**src/umf_pkg.sv**
```systemverilog
// Constants, types and state layout for the multidrop UART block.
// Rules for this block and its remote side
// RL1: Receiver runs only while receive enable is set.
// RL2: Byte-available flag is 1 while the receive register holds a byte.
// RL3: Separate error, break and data status flags identify the interrupt cause.
// RL4: Option selects receiver interrupt on data and errors, or errors only.
// RL5: Clear-to-send flow control acts only when its enable is set.
// RL6: Clear-to-send is sampled one clock before each character starts.
// RL7: A character already started is always finished.
// RL8: Remote side deasserts clear-to-send at least one clock before a character.
// RL9: Multidrop flag bit sits after eight data bits, before stop bits.
// RL10: In multidrop mode the ninth bit is the flag, not parity.
// RL11: Every address filter needs multidrop enable set.
// RL12: Filter 01: address bytes interrupt, data bytes never.
// RL13: Filter 00: every byte interrupts; a status bit marks address bytes.
// RL14: Filter 10: compare address; drop mismatched address and its data.
// RL15: Filter 10: matching address and its data bytes all interrupt.
// RL16: First data byte of a matched frame carries the new-frame bit.
// RL17: Every new address is compared again; mismatch drops bytes until match.
// RL18: Filter 11: like 10 but address bytes give no interrupt.
// RL19: Driver enable rises on a transmit write and covers the whole frame.
// RL20: Driver enable leads the start bit by one to two bit periods; the code gives 15 to 16 ticks plus two clocks.
// RL21: Driver enable falls one clock after last stop; held for back-to-back.
// RL22: A polarity input selects driver enable active high or low.
// RL23: Eight data bits LSB first, low start, one or two stops, parity.
// RL24: Reading the receive data clears the byte-available flag.
// RL25: Eight-bit address compare value checked against address characters.
package umf_pkg;
   // Sixteen baud ticks per bit
   localparam logic [3:0] OS_LAST = 4'hF;
   localparam logic [3:0] OS_MID = 4'h7;
   localparam logic [3:0] OS_ZERO = 4'h0;
   localparam logic [2:0] BIT_LAST = 3'h7;
   localparam logic [15:0] DIV_ONE = 16'h0001;
   localparam logic [15:0] DIV_ZERO = 16'h0000;
   localparam int BUF_DEPTH = 2;
   localparam int BUF_AW = 1;
   localparam int DATA_W = 8;
   localparam logic [1:0] BUF_FULL = 2'h2;
   localparam logic [1:0] BUF_EMPTY = 2'h0;
   localparam logic [1:0] FILT_ANY = 2'h0;
   localparam logic [1:0] FILT_ADDR = 2'h1;
   localparam logic [1:0] FILT_HW = 2'h2;
   localparam logic [1:0] FILT_HW_QUIET = 2'h3;

   typedef enum logic [2:0] {
      RX_IDLE = 3'b000,
      RX_START = 3'b001,
      RX_DATA = 3'b010,
      RX_NINTH = 3'b011,
      RX_STOP = 3'b100,
      RX_BRK = 3'b101
   } umf_rx_st_t;

   typedef enum logic [2:0] {
      TX_IDLE = 3'b000,
      TX_LEAD = 3'b001,
      TX_CTS = 3'b010,
      TX_START = 3'b011,
      TX_DATA = 3'b100,
      TX_NINTH = 3'b101,
      TX_STOP = 3'b110,
      TX_TAIL = 3'b111
   } umf_tx_st_t;

   typedef struct packed {
      logic [DATA_W-1:0] data;
      logic rx_byte_available;
      logic rx_addr_flag;
      logic frame_first_byte;
      logic parity_err;
      logic overrun_err;
      logic framing_err;
      logic break_det;
   } umf_rx_stat_t;

   typedef struct packed {
      logic [15:0] div_cnt;
      umf_rx_st_t rx_st;
      logic [3:0] rx_os;
      logic [2:0] rx_bit;
      logic [DATA_W-1:0] rx_sh;
      logic rx_ninth;
      logic matched;
      logic pend_first;
      umf_rx_stat_t stat;
      umf_tx_st_t tx_st;
      logic [3:0] tx_os;
      logic [2:0] tx_bit;
      logic [DATA_W-1:0] tx_sh;
      logic tx_ninth;
      logic tx_second_stop;
      logic txd;
      logic de;
      logic [BUF_DEPTH-1:0][DATA_W:0] buf_mem;
      logic [BUF_AW-1:0] wr;
      logic [BUF_AW-1:0] rd;
      logic [1:0] cnt;
   } umf_state_t;
endpackage

```
**src/umf_uart.sv**
```systemverilog
// Multidrop UART with address filtering, flow control and driver enable.
`timescale 1ns/10ps
module umf_uart (
   input wire logic i_clk,
   input wire logic i_nrst,
   input wire logic [15:0] i_baud_div,
   input wire logic i_rx_en,
   input wire logic i_tx_en,
   input wire logic i_parity_en,
   input wire logic i_parity_odd,
   input wire logic i_two_stop,
   input wire logic i_flow_ctl_enable,
   input wire logic i_multidrop_enable,
   input wire logic [1:0] i_addr_filter_select,
   input wire logic [7:0] i_addr_compare,
   input wire logic i_rx_data_irq_en,
   input wire logic i_drive_en_active_low,
   input wire logic i_tx_valid,
   input wire logic [7:0] i_tx_data,
   input wire logic i_tx_addr_bit,
   output logic o_tx_ready,
   input wire logic i_rx_read,
   output umf_pkg::umf_rx_stat_t o_rx_stat,
   output logic o_rx_irq,
   input wire logic i_rxd,
   output logic o_txd,
   input wire logic i_cts_n,
   output logic o_xcvr_drive_en
);
   import umf_pkg::*;

   umf_state_t s;
   umf_state_t n;
   logic tick;
   logic ninth_on;
   logic char_done;
   logic is_addr;
   logic hit;
   logic keep;
   logic first;
   logic brk;
   logic fe;
   logic push;
   logic pop;
   logic cts_ok;
   logic end_char;
   logic tx_more;

   // Bit value that makes the nine-bit group even, or odd when asked
   function automatic logic par8(input logic [7:0] d, input logic odd);
      par8 = (^d) ^ odd;
   endfunction

   assign o_tx_ready = (s.cnt != BUF_FULL);
   assign o_rx_stat = s.stat;
   assign o_txd = s.txd;
   assign o_xcvr_drive_en = s.de ^ i_drive_en_active_low; // see RL22
   // Error flags always interrupt; data only when enabled
   assign o_rx_irq = (s.stat.rx_byte_available & i_rx_data_irq_en) |
      s.stat.parity_err | s.stat.overrun_err |
      s.stat.framing_err | s.stat.break_det; // see RL3, see RL4

   always_comb begin
      n = s;
      char_done = 1'b0;
      keep = 1'b0;
      first = 1'b0;
      pop = 1'b0;
      end_char = 1'b0;
      push = i_tx_valid & o_tx_ready;
      ninth_on = i_multidrop_enable | i_parity_en;
      tx_more = (s.cnt != BUF_EMPTY) & i_tx_en;
      cts_ok = ~i_flow_ctl_enable | ~i_cts_n; // see RL5
      is_addr = i_multidrop_enable & s.rx_ninth;
      hit = (s.rx_sh == i_addr_compare); // see RL25
      fe = ~i_rxd;
      brk = fe & (s.rx_sh == 8'h00) & ~s.rx_ninth;

      // Shared baud tick; a zero divisor behaves like one
      tick = (s.div_cnt == DIV_ZERO);
      if (tick) begin
         if (i_baud_div == DIV_ZERO) begin
            n.div_cnt = DIV_ZERO;
         end else begin
            n.div_cnt = i_baud_div - DIV_ONE;
         end
      end else begin
         n.div_cnt = s.div_cnt - DIV_ONE;
      end

      // Receiver
      if (!i_rx_en) begin
         n.rx_st = RX_IDLE; // see RL1
      end else begin
         unique case (s.rx_st)
            RX_IDLE: begin
               if (!i_rxd) begin
                  n.rx_st = RX_START;
                  n.rx_os = OS_ZERO;
               end
            end
            RX_START: begin
               if (tick) begin
                  n.rx_os = s.rx_os + 4'h1;
                  // Glitch shorter than half a bit is not a start
                  if (s.rx_os == OS_MID) begin
                     n.rx_os = OS_ZERO;
                     n.rx_bit = 3'h0;
                     n.rx_ninth = 1'b0;
                     n.rx_st = i_rxd ? RX_IDLE : RX_DATA;
                  end
               end
            end
            RX_DATA: begin
               if (tick) begin
                  n.rx_os = s.rx_os + 4'h1;
                  if (s.rx_os == OS_LAST) begin
                     n.rx_sh = {i_rxd, s.rx_sh[7:1]}; // see RL23
                     n.rx_bit = s.rx_bit + 3'h1;
                     if (s.rx_bit == BIT_LAST) begin
                        n.rx_st = ninth_on ? RX_NINTH : RX_STOP; // see RL9
                     end
                  end
               end
            end
            RX_NINTH: begin
               if (tick) begin
                  n.rx_os = s.rx_os + 4'h1;
                  if (s.rx_os == OS_LAST) begin
                     n.rx_ninth = i_rxd;
                     n.rx_st = RX_STOP;
                  end
               end
            end
            RX_STOP: begin
               if (tick) begin
                  n.rx_os = s.rx_os + 4'h1;
                  if (s.rx_os == OS_LAST) begin
                     char_done = 1'b1;
                     // A held-low line must go high before a new start
                     n.rx_st = i_rxd ? RX_IDLE : RX_BRK;
                  end
               end
            end
            RX_BRK: begin
               if (i_rxd) begin
                  n.rx_st = RX_IDLE;
               end
            end
            default: begin
               n.rx_st = RX_IDLE;
            end
         endcase
      end

      // Address filtering of a finished character
      if (char_done) begin
         if (!i_multidrop_enable) begin
            keep = 1'b1; // see RL11
         end else begin
            unique case (i_addr_filter_select)
               FILT_ANY: begin
                  keep = 1'b1; // see RL13
               end
               FILT_ADDR: begin
                  keep = is_addr; // see RL12
               end
               FILT_HW, FILT_HW_QUIET: begin
                  if (is_addr) begin
                     // Each address is judged afresh
                     n.matched = hit; // see RL14, see RL17
                     n.pend_first = hit;
                     keep = hit & (i_addr_filter_select == FILT_HW); // see RL15, see RL18
                  end else begin
                     keep = s.matched; // see RL14, see RL15
                     first = s.pend_first; // see RL16
                     if (s.matched) begin
                        n.pend_first = 1'b0;
                     end
                  end
               end
            endcase
         end
      end

      // Read clears first; a byte landing in the same cycle wins
      if (i_rx_read) begin
         n.stat.rx_byte_available = 1'b0; // see RL24
         n.stat.parity_err = 1'b0;
         n.stat.overrun_err = 1'b0;
         n.stat.framing_err = 1'b0;
         n.stat.break_det = 1'b0;
      end
      if (char_done & (keep | brk)) begin
         if (s.stat.rx_byte_available & ~i_rx_read) begin
            // Unread byte is kept; only the overrun is noted
            n.stat.overrun_err = 1'b1;
         end else begin
            n.stat.data = s.rx_sh;
            n.stat.rx_byte_available = 1'b1; // see RL2
            n.stat.rx_addr_flag = is_addr; // see RL13
            n.stat.frame_first_byte = first; // see RL16
            n.stat.parity_err = i_parity_en & ~i_multidrop_enable &
               (s.rx_ninth != par8(s.rx_sh, i_parity_odd)); // see RL10
            n.stat.framing_err = fe;
            n.stat.break_det = brk;
         end
      end

      // Transmitter
      unique case (s.tx_st)
         TX_IDLE: begin
            if (tx_more) begin
               n.de = 1'b1; // see RL19
               n.tx_os = OS_ZERO;
               n.tx_st = TX_LEAD;
            end
         end
         TX_LEAD: begin
            // Sixteen ticks counting the partial first: 15 to 16 ticks plus two clocks, about one bit
            if (tick) begin
               n.tx_os = s.tx_os + 4'h1;
               if (s.tx_os == OS_LAST) begin
                  n.tx_st = TX_CTS; // see RL20
               end
            end
         end
         TX_CTS: begin
            // Registered start: the pin is seen one clock ahead
            if (cts_ok) begin
               pop = 1'b1; // see RL6
               n.tx_sh = s.buf_mem[s.rd][7:0];
               if (i_multidrop_enable) begin
                  n.tx_ninth = s.buf_mem[s.rd][8]; // see RL10
               end else begin
                  n.tx_ninth = par8(s.buf_mem[s.rd][7:0], i_parity_odd);
               end
               n.txd = 1'b0;
               n.tx_os = OS_ZERO;
               n.tx_st = TX_START;
            end
         end
         TX_START: begin
            if (tick) begin
               n.tx_os = s.tx_os + 4'h1;
               if (s.tx_os == OS_LAST) begin
                  n.txd = s.tx_sh[0]; // see RL23
                  n.tx_bit = 3'h0;
                  n.tx_st = TX_DATA;
               end
            end
         end
         TX_DATA: begin
            // Flow control is not looked at here, so a started
            // character always runs to its end
            if (tick) begin
               n.tx_os = s.tx_os + 4'h1;
               if (s.tx_os == OS_LAST) begin
                  n.tx_bit = s.tx_bit + 3'h1;
                  n.tx_sh = {1'b0, s.tx_sh[7:1]};
                  n.txd = s.tx_sh[1];
                  if (s.tx_bit == BIT_LAST) begin
                     n.tx_second_stop = i_two_stop;
                     if (ninth_on) begin
                        n.txd = s.tx_ninth; // see RL9
                        n.tx_st = TX_NINTH;
                     end else begin
                        n.txd = 1'b1;
                        n.tx_st = TX_STOP; // see RL7
                     end
                  end
               end
            end
         end
         TX_NINTH: begin
            if (tick) begin
               n.tx_os = s.tx_os + 4'h1;
               if (s.tx_os == OS_LAST) begin
                  n.txd = 1'b1;
                  n.tx_st = TX_STOP;
               end
            end
         end
         TX_STOP: begin
            if (tick) begin
               n.tx_os = s.tx_os + 4'h1;
               if (s.tx_os == OS_LAST) begin
                  if (s.tx_second_stop) begin
                     n.tx_second_stop = 1'b0;
                  end else begin
                     end_char = 1'b1;
                  end
               end
            end
         end
         TX_TAIL: begin
            n.de = 1'b0; // see RL21
            n.tx_st = TX_IDLE;
         end
      endcase
      if (end_char) begin
         // Next byte already waiting: keep the driver on
         n.tx_st = tx_more ? TX_CTS : TX_TAIL; // see RL21
      end

      // Two-entry transmit buffer
      if (push) begin
         n.buf_mem[s.wr] = {i_tx_addr_bit, i_tx_data};
         n.wr = s.wr + 1'b1;
      end
      if (pop) begin
         n.rd = s.rd + 1'b1;
      end
      if (push & ~pop) begin
         n.cnt = s.cnt + 2'h1;
      end else if (pop & ~push) begin
         n.cnt = s.cnt - 2'h1;
      end
   end

   always_ff @(posedge i_clk or negedge i_nrst) begin
      if (!i_nrst) begin
         s <= '0;
         s.txd <= 1'b1;
      end else begin
         s <= n;
      end
   end
endmodule

```
**config.mk**
```make
export PLATFORM = sky130hd
export DESIGN_NAME = umf_uart
export DESIGN_NICKNAME = d
export VERILOG_FILES = /design/src/umf_pkg.sv /design/src/umf_uart.sv
export SDC_FILE = /design/constraint.sdc
export NUM_CORES = 1
export LEC_CHECK = 0
export BUFFER_PORTS_ARGS = -buffer_cell sky130_fd_sc_hd__buf_2
export CORE_MARGIN = 2
export CORE_UTILIZATION = 45
export DETAILED_ROUTE_END_ITERATION = 16
export GPL_ROUTABILITY_DRIVEN = 0
export PLACE_DENSITY = 0.73
export SETUP_SLACK_MARGIN = 0.1
export SYNTH_ARGS = -nofsm -noshare
export SYNTH_HDL_FRONTEND = slang
export SYNTH_SLANG_ARGS = --single-unit
export TNS_END_PERCENT = 100
```
**constraint.sdc**
```tcl
create_clock -name i_clk -period 3.8 [get_ports i_clk]
set_input_delay 0.57 -clock i_clk [delete_from_list [all_inputs] [get_ports i_clk]]
set_output_delay 0.57 -clock i_clk [all_outputs]
set_load 0.1 [all_outputs]
```
Yosys cells after proc, flatten, opt, wreduce, memory -nomap -nowiden

Cells that the tools add are included.

Add/sub/neg operators: 10
Order comparisons: 3
Equality and inequality tests: 65
Muxes and demuxes: 97
Bitwise operators: 32
Reduce and logical (&&, ||, !) cells: 39

Operators with widths:

| cell                                                                 | count |
|---|---|
| 3-bit inequality test, second input constant                         | 22 |
| 7-bit 2-to-1 mux                                                     | 8 |
| 3-bit 2-to-1 mux                                                     | 16 |
| 2-bit inequality test, second input constant                         | 21 |
| 18-bit 2-to-1 mux                                                    | 2 |
| 9-bit 2-to-1 mux                                                     | 4 |
| 1-bit 2-to-1 mux                                                     | 35 |
| 16-bit logical NOT                                                   | 2 |
| 16-bit 2-to-1 mux                                                    | 2 |
| 16-bit by 1-bit subtractor with 16-bit output, second input constant | 2 |
| 10-bit 2-to-1 mux                                                    | 3 |
| 4-bit one-hot mux with 7 select lines                                | 1 |
| 3-bit == test, second input constant                                 | 8 |
| 11-bit 2-to-1 mux                                                    | 2 |
| 3-bit one-hot mux with 7 select lines                                | 1 |
| 4-bit one-hot mux with 5 select lines                                | 1 |
| 18-bit bitwise mux                                                   | 1 |
| 3-bit one-hot mux with 6 select lines                                | 1 |
| 6-bit AND reduction                                                  | 3 |
| 2-bit nonzero test                                                   | 9 |
| 2-bit 2-to-1 mux                                                     | 8 |
| 8-bit one-hot mux with 2 select lines                                | 1 |
| 4-bit AND reduction                                                  | 4 |
| 8-bit AND reduction                                                  | 2 |
| other kinds (40)                                                     | 87 |

Register bits after elaboration: 96
Output and inout port bits: 19
Word-level logic and storage cells: 275

Longest topological paths before layout

Gate-level depths: netlist of the first run.

Depth after elaboration: 9
Gate-level depth with buffers: 9
Depth with buffers taken out: 7

Worst setup path before layout of the first run

OpenSTA, ideal clock, no wires.

Kind: input -> output
Start: input port i_drive_en_active_low
End: output port o_xcvr_drive_en
Arrival time: 2000 ps
Path slack: 1230 ps
Cell stages on the path: 1
Buffers on the path: 0
Path through: xor2_1

Word-level cells in the longest chain between the ends: 1

Ends and longest elaborated chain:

| item              | line           | RTL |
|---|---|---|
| from (decl)       | umf_uart.sv:17 | `input wire logic i_drive_en_active_low,` |
| 1-bit bitwise XOR | umf_uart.sv:57 | `assign o_xcvr_drive_en = s.de ^ i_drive_en_active_low;` |
| to (decl)         | umf_uart.sv:28 | `output logic o_xcvr_drive_en` |

No other way between the ends.

Final worst setup path of the first run

Start: register s[80] (netlist name)
End: register s[76] (netlist name)

Word-level cells in the longest chain between the ends: 3
Elaborated cells between the ends (all ways): 6
Those cells by class: eq/ne: 4; reduce/logical: 2

Ends and longest elaborated chain:

| item                            | line            | RTL |
|---|---|---|
| from (decl)                     | umf_uart.sv:32  | `umf_state_t s;` |
| from (signal assigned)          | umf_uart.sv:326 | `s <= n;` |
| 16-bit logical NOT *            | umf_uart.sv:80  | `tick = (s.div_cnt == DIV_ZERO);` |
| 2-bit inequality test (no line) | n/a             |  |
| 7-bit AND reduction (no line) * | n/a             |  |

Every way passes the cells marked *; elsewhere a longest branch is shown, timed or not.
A chain may end at the register's enable or synchronous reset.

==> key figures, run 1 <==
Pwr
  • Leak pwr: 0.00289 µW
  • Comb power frac: 0.312
  • Flop pwr share: 0.419
  • Int Pwr: 2290 µW
  • P_sw: 1150 µW
  • Worst vdd ir: 0.000241 V
  • Switching part of the total power: 0.335
  • Total power draw: 3440 µW
  • Pwr per Cell Area: 525 nW/µm²
  • Power share of the clock group: 0.269

Timing
  • Worst Tran Pin Value: 0.788 ns
  • Setup Skew: 0.00575 ns
  • Final Setup Violations: 0
  • Hold Vio Cnt, Final: 0
  • Top achievable clock speed: 391 MHz
  • Period minus WS final: 2.56 ns
  • RSZ-0062 raised after global routing: false
  • Rel. slew slack: 0.473
  • Tcrit/Tclk final: 0.673
  • Slew Viols, Final: 0
  • Setup TNS: 0 ns

Setup path
  • R2R depth: 7
  • Worst flop-to-flop path startpoint: s[80]$_DFF_PN0_
  • R2R Setup Slk: 1.24 ns
  • Required time of the worst setup path: 4.03 ns
  • Crit path DAT: 2.78 ns
  • Worst Path Max Fanout: 12
  • Crit end category: flip-flop
  • Critical path class: reg -> reg
  • Type of origin of the critical path: flip-flop
  • Delay-heaviest family, CP: compound AO/OA/AOI/OAI gates
  • Slowest Stage Delay on Critical Path: 0.45 ns
  • Worst R2R End: s[76]$_DFFE_PN0P_
  • CP max-delay cell: nor4b_1
  • Crit path cell chain: inv_1 -> ha_1 -> nor4b_1 -> nand4_2 -> a21oi_1 -> o21ai_1 -> a211o_1
  • Critical path buffers and inverters: 1

Die
  • Rows: 41
  • Io pins: 69
  • Initial Util: 0.463
  • Die X: 118 µm
  • Total Die Area: 14000 µm²
  • DIE HEIGHT: 118 µm
  • Floorplan core area: 12700 µm²

Global routing
  • Met3 Usage GRT: 0.0309
  • Gr ovfl total: 0
  • All-layer global routing usage: 0.187
  • Grt peak-use layer: met2
  • Vias in the first global route: 4610
  • Largest net degree at the start of global routing: 42
  • M2 GR Usage: 0.314
  • GRT met1 Usage: 0.243
  • First-pass GRT wire length: 21600 µm
  • Initial antenna violation count: 0

CTS
  • CTS Buf Count: 9
  • Post-CTS sizing: 0
  • TritonCTS clock tree: done
  • Root Buffer: clkbuf_16
  • Post-CTS Setup Bufs: 0
  • H-tree lvl count: 3
  • # hold bufs at CTS: 0
  • Skew-Pair Late Insertion Delay: 0.35 ns
  • # clock sinks: 96
  • Clock Path Buffers: 2
  • Clk pin slew, worst setup/hold paths: 0.07 ns

Cells and area
  • Final instance area: 6550 µm²
  • Fin nets: 692
  • Commonest non-fill, non-tap cell in the layout: dfrtp_1
  • Filler Cell Count: 1163
  • Layout cells sized above 1: 0.218
  • # diodes: 0
  • Commonest non-fill, non-tap cells in the layout: dfrtp_1, buf_2, nand2_1, xnor2_1, inv_1
  • Syn-to-layout area delta: 11.5%

Routing
  • DRT antenna net count: 0
  • First-pass iteration count of the detailed router: 5
  • DRC: 0
  • Routed WL: 12100 µm
  • Iter 0 DRT Violations: 335
  • Wire per inst: 15.1 µm
  • Via density: 5.61
  • Overall via count from detail_route: 4520

Place
  • Hpwl dp: 9100 µm
  • Placed Area: 6240 µm²
  • I/O Buffers: 68

Synth
  • Post-synth top area share: 0.405
  • Synth Cell Area: 5870 µm²
  • Biggest area consumer among synthesized cells: dfrtp_1
  • Netlist cell types: 74
  • Asr flop ratio synth: 1.00
  • Syn Inst Count: 582
  • Post-synth EDFFs: 0
  • Ranking of synthesized cells by area: dfrtp_1, mux2i_1, xnor2_1
  • Synth warn: 0
  • Sequential area share after synthesis: 0.409
  • Syn Area/Cell: 10.1 µm²
  • Synthesis-stage register bit count: 96
  • Syn Nets: 645
  • Ys flop type: dfrtp_1

Worst hold path
  • Worst Hold Class: in -> async

Outcome
  • Status: finished, final reports clean

Job
  • Max Cap Viol: 0
==> registers in the layout, indices dropped and copies added (netlist names) <==
signal     flops
o_rx_stat     15
o_txd          1
s             80
==> kinds of logic (layout without fill, tap and decap cells) <==
| kind of cell | Yosys count | in the layout | synth area share |
|---|---|---|---|
| xor gates and xnor gates | 50 | 50 | 0.0793 |
| AOI/OAI and AO/OA | 110 | 110 | 0.126 |
| muxes | 56 | 56 | 0.106 |
| adders and majority gates | 13 | 13 | 0.0277 |
| DFF | 96 | 96 | 0.409 |
| buffers and inverters | 65 | 117 | 0.0561 |
| and+or+nand+nor | 192 | 192 | 0.196 |
==> synth_stat cells, drive strengths merged (7+ instances only) <==
library cell / number
nor3b: 7
nand4: 13
dfrtp: 95
nand3: 10
nand2b: 14
mux2i: 27
nor3: 29
mux2: 29
nand2: 41
nor4: 10
clkbuf: 13
o22ai: 20
ha: 13
xnor2: 30
inv: 28
o21ai: 25
xor2: 18
a21oi: 22
nor2: 27
buf: 24
nor2b: 8
==> how the worst max path moves through the flow <==
| stage | end | startpoint | depth (start not counted) |
|---|---|---|---|
| CTS | s[76]$_DFFE_PN0P_ | s[80]$_DFF_PN0_ | 7 |
| detailed placement | s[76]$_DFFE_PN0P_ | s[80]$_DFF_PN0_ | 7 |
| finish | s[76]$_DFFE_PN0P_ | s[80]$_DFF_PN0_ | 7 |
| floorplan | o_xcvr_drive_en | i_drive_en_active_low | 1 |
| global route | s[76]$_DFFE_PN0P_ | s[80]$_DFF_PN0_ | 7 |
| global placement | s[69]$_DFFE_PN0P_ | s[80]$_DFF_PN0_ | 7 |
==> per-stage QoR <==
| stage | util | setup slack (ns) | instances | hold slack, ns |
|---|---|---|---|---|
| 2_1_floorplan | - | 1.23 | 582 | 0.274 |
| 3_3_place_gp | 0.493 | 1.37 | 790 | 0.461 |
| 3_5_place_dp | 0.493 | 1.27 | 790 | 0.475 |
| 4_1_cts | 0.517 | 1.25 | 806 | 0.104 |
| 5_1_grt | 0.517 | 1.03 | 806 | 0.116 |
| 6_report | 0.517 | 1.24 | 806 | 0.104 |
==> final cells by class <==
cell class                 instances  area, µm²  area share
multi-input combinational        421       3140       0.479
sequential                        96       2400       0.367
timing repair buffer              73        380      0.0581
clock buffer                       9        225      0.0344
tap                              172        215      0.0329
inverter                          28        105      0.0161
clock inverter                     7       77.6      0.0119
==> metal layers <==
| metal | vias up | share of wire |
|---|---|---|
| met2 | 99 | 0.50 |
| li1 | 2198 | - |
| met3 | 13 | 0.031 |
| met4 | 0 | 0.016 |
| met5 | - | 0 |
| met1 | 2210 | 0.45 |
==> power groups by stage <==
stage	Sequential, µW	Combinational, µW	Clock (µW)
2_1_floorplan	1340	947	0
3_3_place_gp	1440	1030	0
3_5_place_dp	1450	1070	0
4_1_cts	1440	1080	946
5_1_grt	1480	1190	993
6_report	1440	1070	926
Power figures use the tool's default switching activity.
==> inputs of run 2 (changes only) <==
Settings changed: ABC_AREA from default to 1, PLACE_DENSITY 0.73 to 0.76.
Clock period 3.8 ns to 2.1 ns, I/O delays scaled along.
==> run 2 against run 1 <==
Sequential power rose by 55%. Sequential share of layout area fell by 1.0 points. First-iteration DRC count fell by 27%. Critical path depth rose by 1. Combinational power rose by 9%. Wire length rose by 2.8%. Total power rose by 49%. Clock power rose by 84%. Sequential cell count did not move. Cell area rose by 2.9%. Core utilization rose by 1.7 points. Non-clock buffer count rose by 13. Largest power group unchanged. Highest routed layer unchanged.
==> key figures, run 2 <==
CTS
  • Root Buffer: clkbuf_16
  • TritonCTS clock tree: done
  • # clock sinks: 96
  • CTS Buf Count: 9
  • Clock Path Buffers: 2
  • H-tree lvl count: 3
  • Clk pin slew, worst setup/hold paths: 0.07 ns
  • Skew-Pair Late Insertion Delay: 0.36 ns

Global routing
  • All-layer global routing usage: 0.189
  • Initial antenna violation count: 0
  • Gr ovfl total: 0
  • First-pass GRT wire length: 21500 µm
  • Largest net degree at the start of global routing: 37
  • Vias in the first global route: 4738

Timing
  • Worst Tran Pin Value: 0.484 ns
  • Top achievable clock speed: 528 MHz
  • Slew Viols, Final: 0
  • Hold Vio Cnt, Final: 0
  • Setup TNS: 0 ns
  • Period minus WS final: 1.89 ns
  • RSZ-0062 raised after global routing: false
  • Setup Skew: 0.00780 ns
  • Rel. slew slack: 0.677
  • Tcrit/Tclk final: 0.902
  • Final Setup Violations: 0
  • Min Hold Slack: 0.157 ns

Routing
  • Highest routed layer: met4
  • Iter 0 DRT Violations: 245
  • Met2 wire length: 6070 µm
  • Via density: 4.99
  • Wire per inst: 12.1 µm
  • M1 WL: 5800 µm
  • DRT antenna net count: 0
  • DRC: 0
  • Overall via count from detail_route: 5133
  • Metal3 WL: 533 µm
  • First-pass iteration count of the detailed router: 4
  • Routed WL: 12500 µm

Cells and area
  • Top reg by flops: s
  • Syn-to-layout area delta: 15.7%
  • Final instance area: 6740 µm²
  • Largest register FFs: 80
  • Layout cells sized above 1: 0.169
  • Fin nets: 915
  • # diodes: 0
  • Final cell count without fillers: 1029
  • Commonest non-fill, non-tap cell in the layout: nand2_1
  • Commonest non-fill, non-tap cells in the layout: nand2_1, inv_1, dfrtp_1, o21ai_0, nor2_1

Setup path
  • Crit path DAT: 2.14 ns
  • Required time of the worst setup path: 2.34 ns
  • Type of origin of the critical path: flip-flop
  • Worst Path Max Fanout: 6
  • Delay-heaviest family, CP: simple AND/OR/NAND/NOR gates
  • Critical path class: reg -> reg
  • R2R Setup Slk: 0.21 ns
  • Critical path buffers and inverters: 1
  • Crit path cell chain: nor2_2 -> nand2_1 -> nor2_1 -> nand3_2 -> buf_4 -> a211oi_1 -> nand2_2 -> o21a_1
  • CP max-delay cell: dfrtp_1
  • Slowest Stage Delay on Critical Path: 0.42 ns
  • Crit end category: flip-flop

Synth
  • Syn Inst Count: 784
  • Sequential area share after synthesis: 0.413
  • Top cell types by occurrence after synthesis: nand2_1, inv_1, dfrtp_1
  • Ranking of synthesized cells by area: dfrtp_1, nand2_1, inv_1
  • Asr flop ratio synth: 1.00
  • Syn Nets: 847
  • Biggest area consumer among synthesized cells: dfrtp_1
  • Post-synth EDFFs: 0
  • Synthesis-stage register bit count: 96
  • Synth Cell Area: 5820 µm²
  • Most frequent cell after synthesis: nand2_1
  • Post-synth top area share: 0.408
  • Ys flop type: dfrtp_1
  • Netlist cell types: 45
  • Synth warn: 0
  • Syn Area/Cell: 7.43 µm²

Worst hold path
  • Worst Hold Class: in -> reg

Pwr
  • Worst vdd ir: 0.000954 V
  • Pwr per Cell Area: 759 nW/µm²
  • Total power draw: 5110 µW
  • Leak pwr: 0.00342 µW

Place
  • Placed cell count: 1007
  • Placed Area: 6320 µm²
  • I/O Buffers: 68
  • Hpwl dp: 9340 µm

Die
  • Initial Util: 0.461
  • Floorplan core area: 12600 µm²
  • Io pins: 69
  • DIE HEIGHT: 118 µm
  • Total Die Area: 13900 µm²
  • Die X: 118 µm
  • Rows: 41

Job
  • Max Cap Viol: 0

Outcome
  • Status: finished, final reports clean
run 2: cell count changes in the layout (fill, tap and decap cells not counted), sizes merged, moves of 29 or more:
cell,change
nand2,+165
inv,+84
nor2,+55
o21ai,+52
nand3,+35
mux2,-29
run 2: worst register-to-register path, delay by kind of cell, from the launching register on:
| kind | cells | cell delay (ns) |
|---|---|---|
| flops | 1 | 0.42 |
| compound gates | 2 | 0.45 |
| buf+inv | 1 | 0.18 |
| simple gates | 5 | 0.72 |
run 2: what timing repair did:
item,4_1_cts,5_1_grt
hold buffers,1,0
buffers inserted,0,5
pin swaps,0,1
hold endpoints to repair,32,0
gates resized for setup,3,15
endpoints found under the setup margin,13,37
run 2: kinds of logic (layout without fill, tap and decap cells):
group / after synthesis / count (layout) / synth area share
and+or+nand+nor: 371 / 371 / 0.277
buffers and inverters: 142 / 215 / 0.105
AOI/OAI and AO/OA: 129 / 129 / 0.127
DFF: 96 / 96 / 0.413
xor gates and xnor gates: 33 / 33 / 0.0496
adders and majority gates: 13 / 13 / 0.0279
run 2: area by class of cell:
type	count	area, µm²
clock buffers	10	229
clock inverters	6	76.3
fillers	1244	5880
inverters	113	424
multi-input cells	546	2880
flip-flops and latches	96	2400
well taps	172	215
repair buffers	86	509
run 2: layer usage:
layer / track usage / up-vias
li1: - / 2646
met2: 0.309 / 113
met3: 0.0509 / 8
met5: 0 / -
met4: 0.0467 / 0
met1: 0.249 / 2366
run 2: per-stage QoR:
| stage | worst slack, ns | utilization |
|---|---|---|
| 2_1_floorplan | 0.270 | - |
| 6_report | 0.206 | 0.534 |
| 3_5_place_dp | 0.0636 | 0.501 |
| 3_3_place_gp | 0.182 | 0.501 |
| 5_1_grt | 0.0864 | 0.534 |
| 4_1_cts | 0.123 | 0.527 |
run 2: power breakdown:
part           leakage, µW  internal (µW)  switching (µW)
registers          0.00116           2080             153
clock network     0.000150            945             757
logic              0.00211            420             755
total              0.00342           3450            1670
run 2: worst paths after layout:
check | start | to | cells after the start
min in group asynchronous | i_nrst | s[18]$_DFFE_PN0P_ | 2
worst max register to register | s[91]$_DFF_PN0_ | s[41]$_DFFE_PN0P_ | 8
max in group asynchronous | i_nrst | o_txd$_DFFE_PN1P_ | 3
worst min-delay path | i_baud_div[0] | s[80]$_DFF_PN0_ | 2
worst min register to register | o_rx_stat[7]$_DFFE_PN0P_ | o_rx_stat[7]$_DFFE_PN0P_ | 2
worst max-delay path | s[91]$_DFF_PN0_ | s[41]$_DFFE_PN0P_ | 8
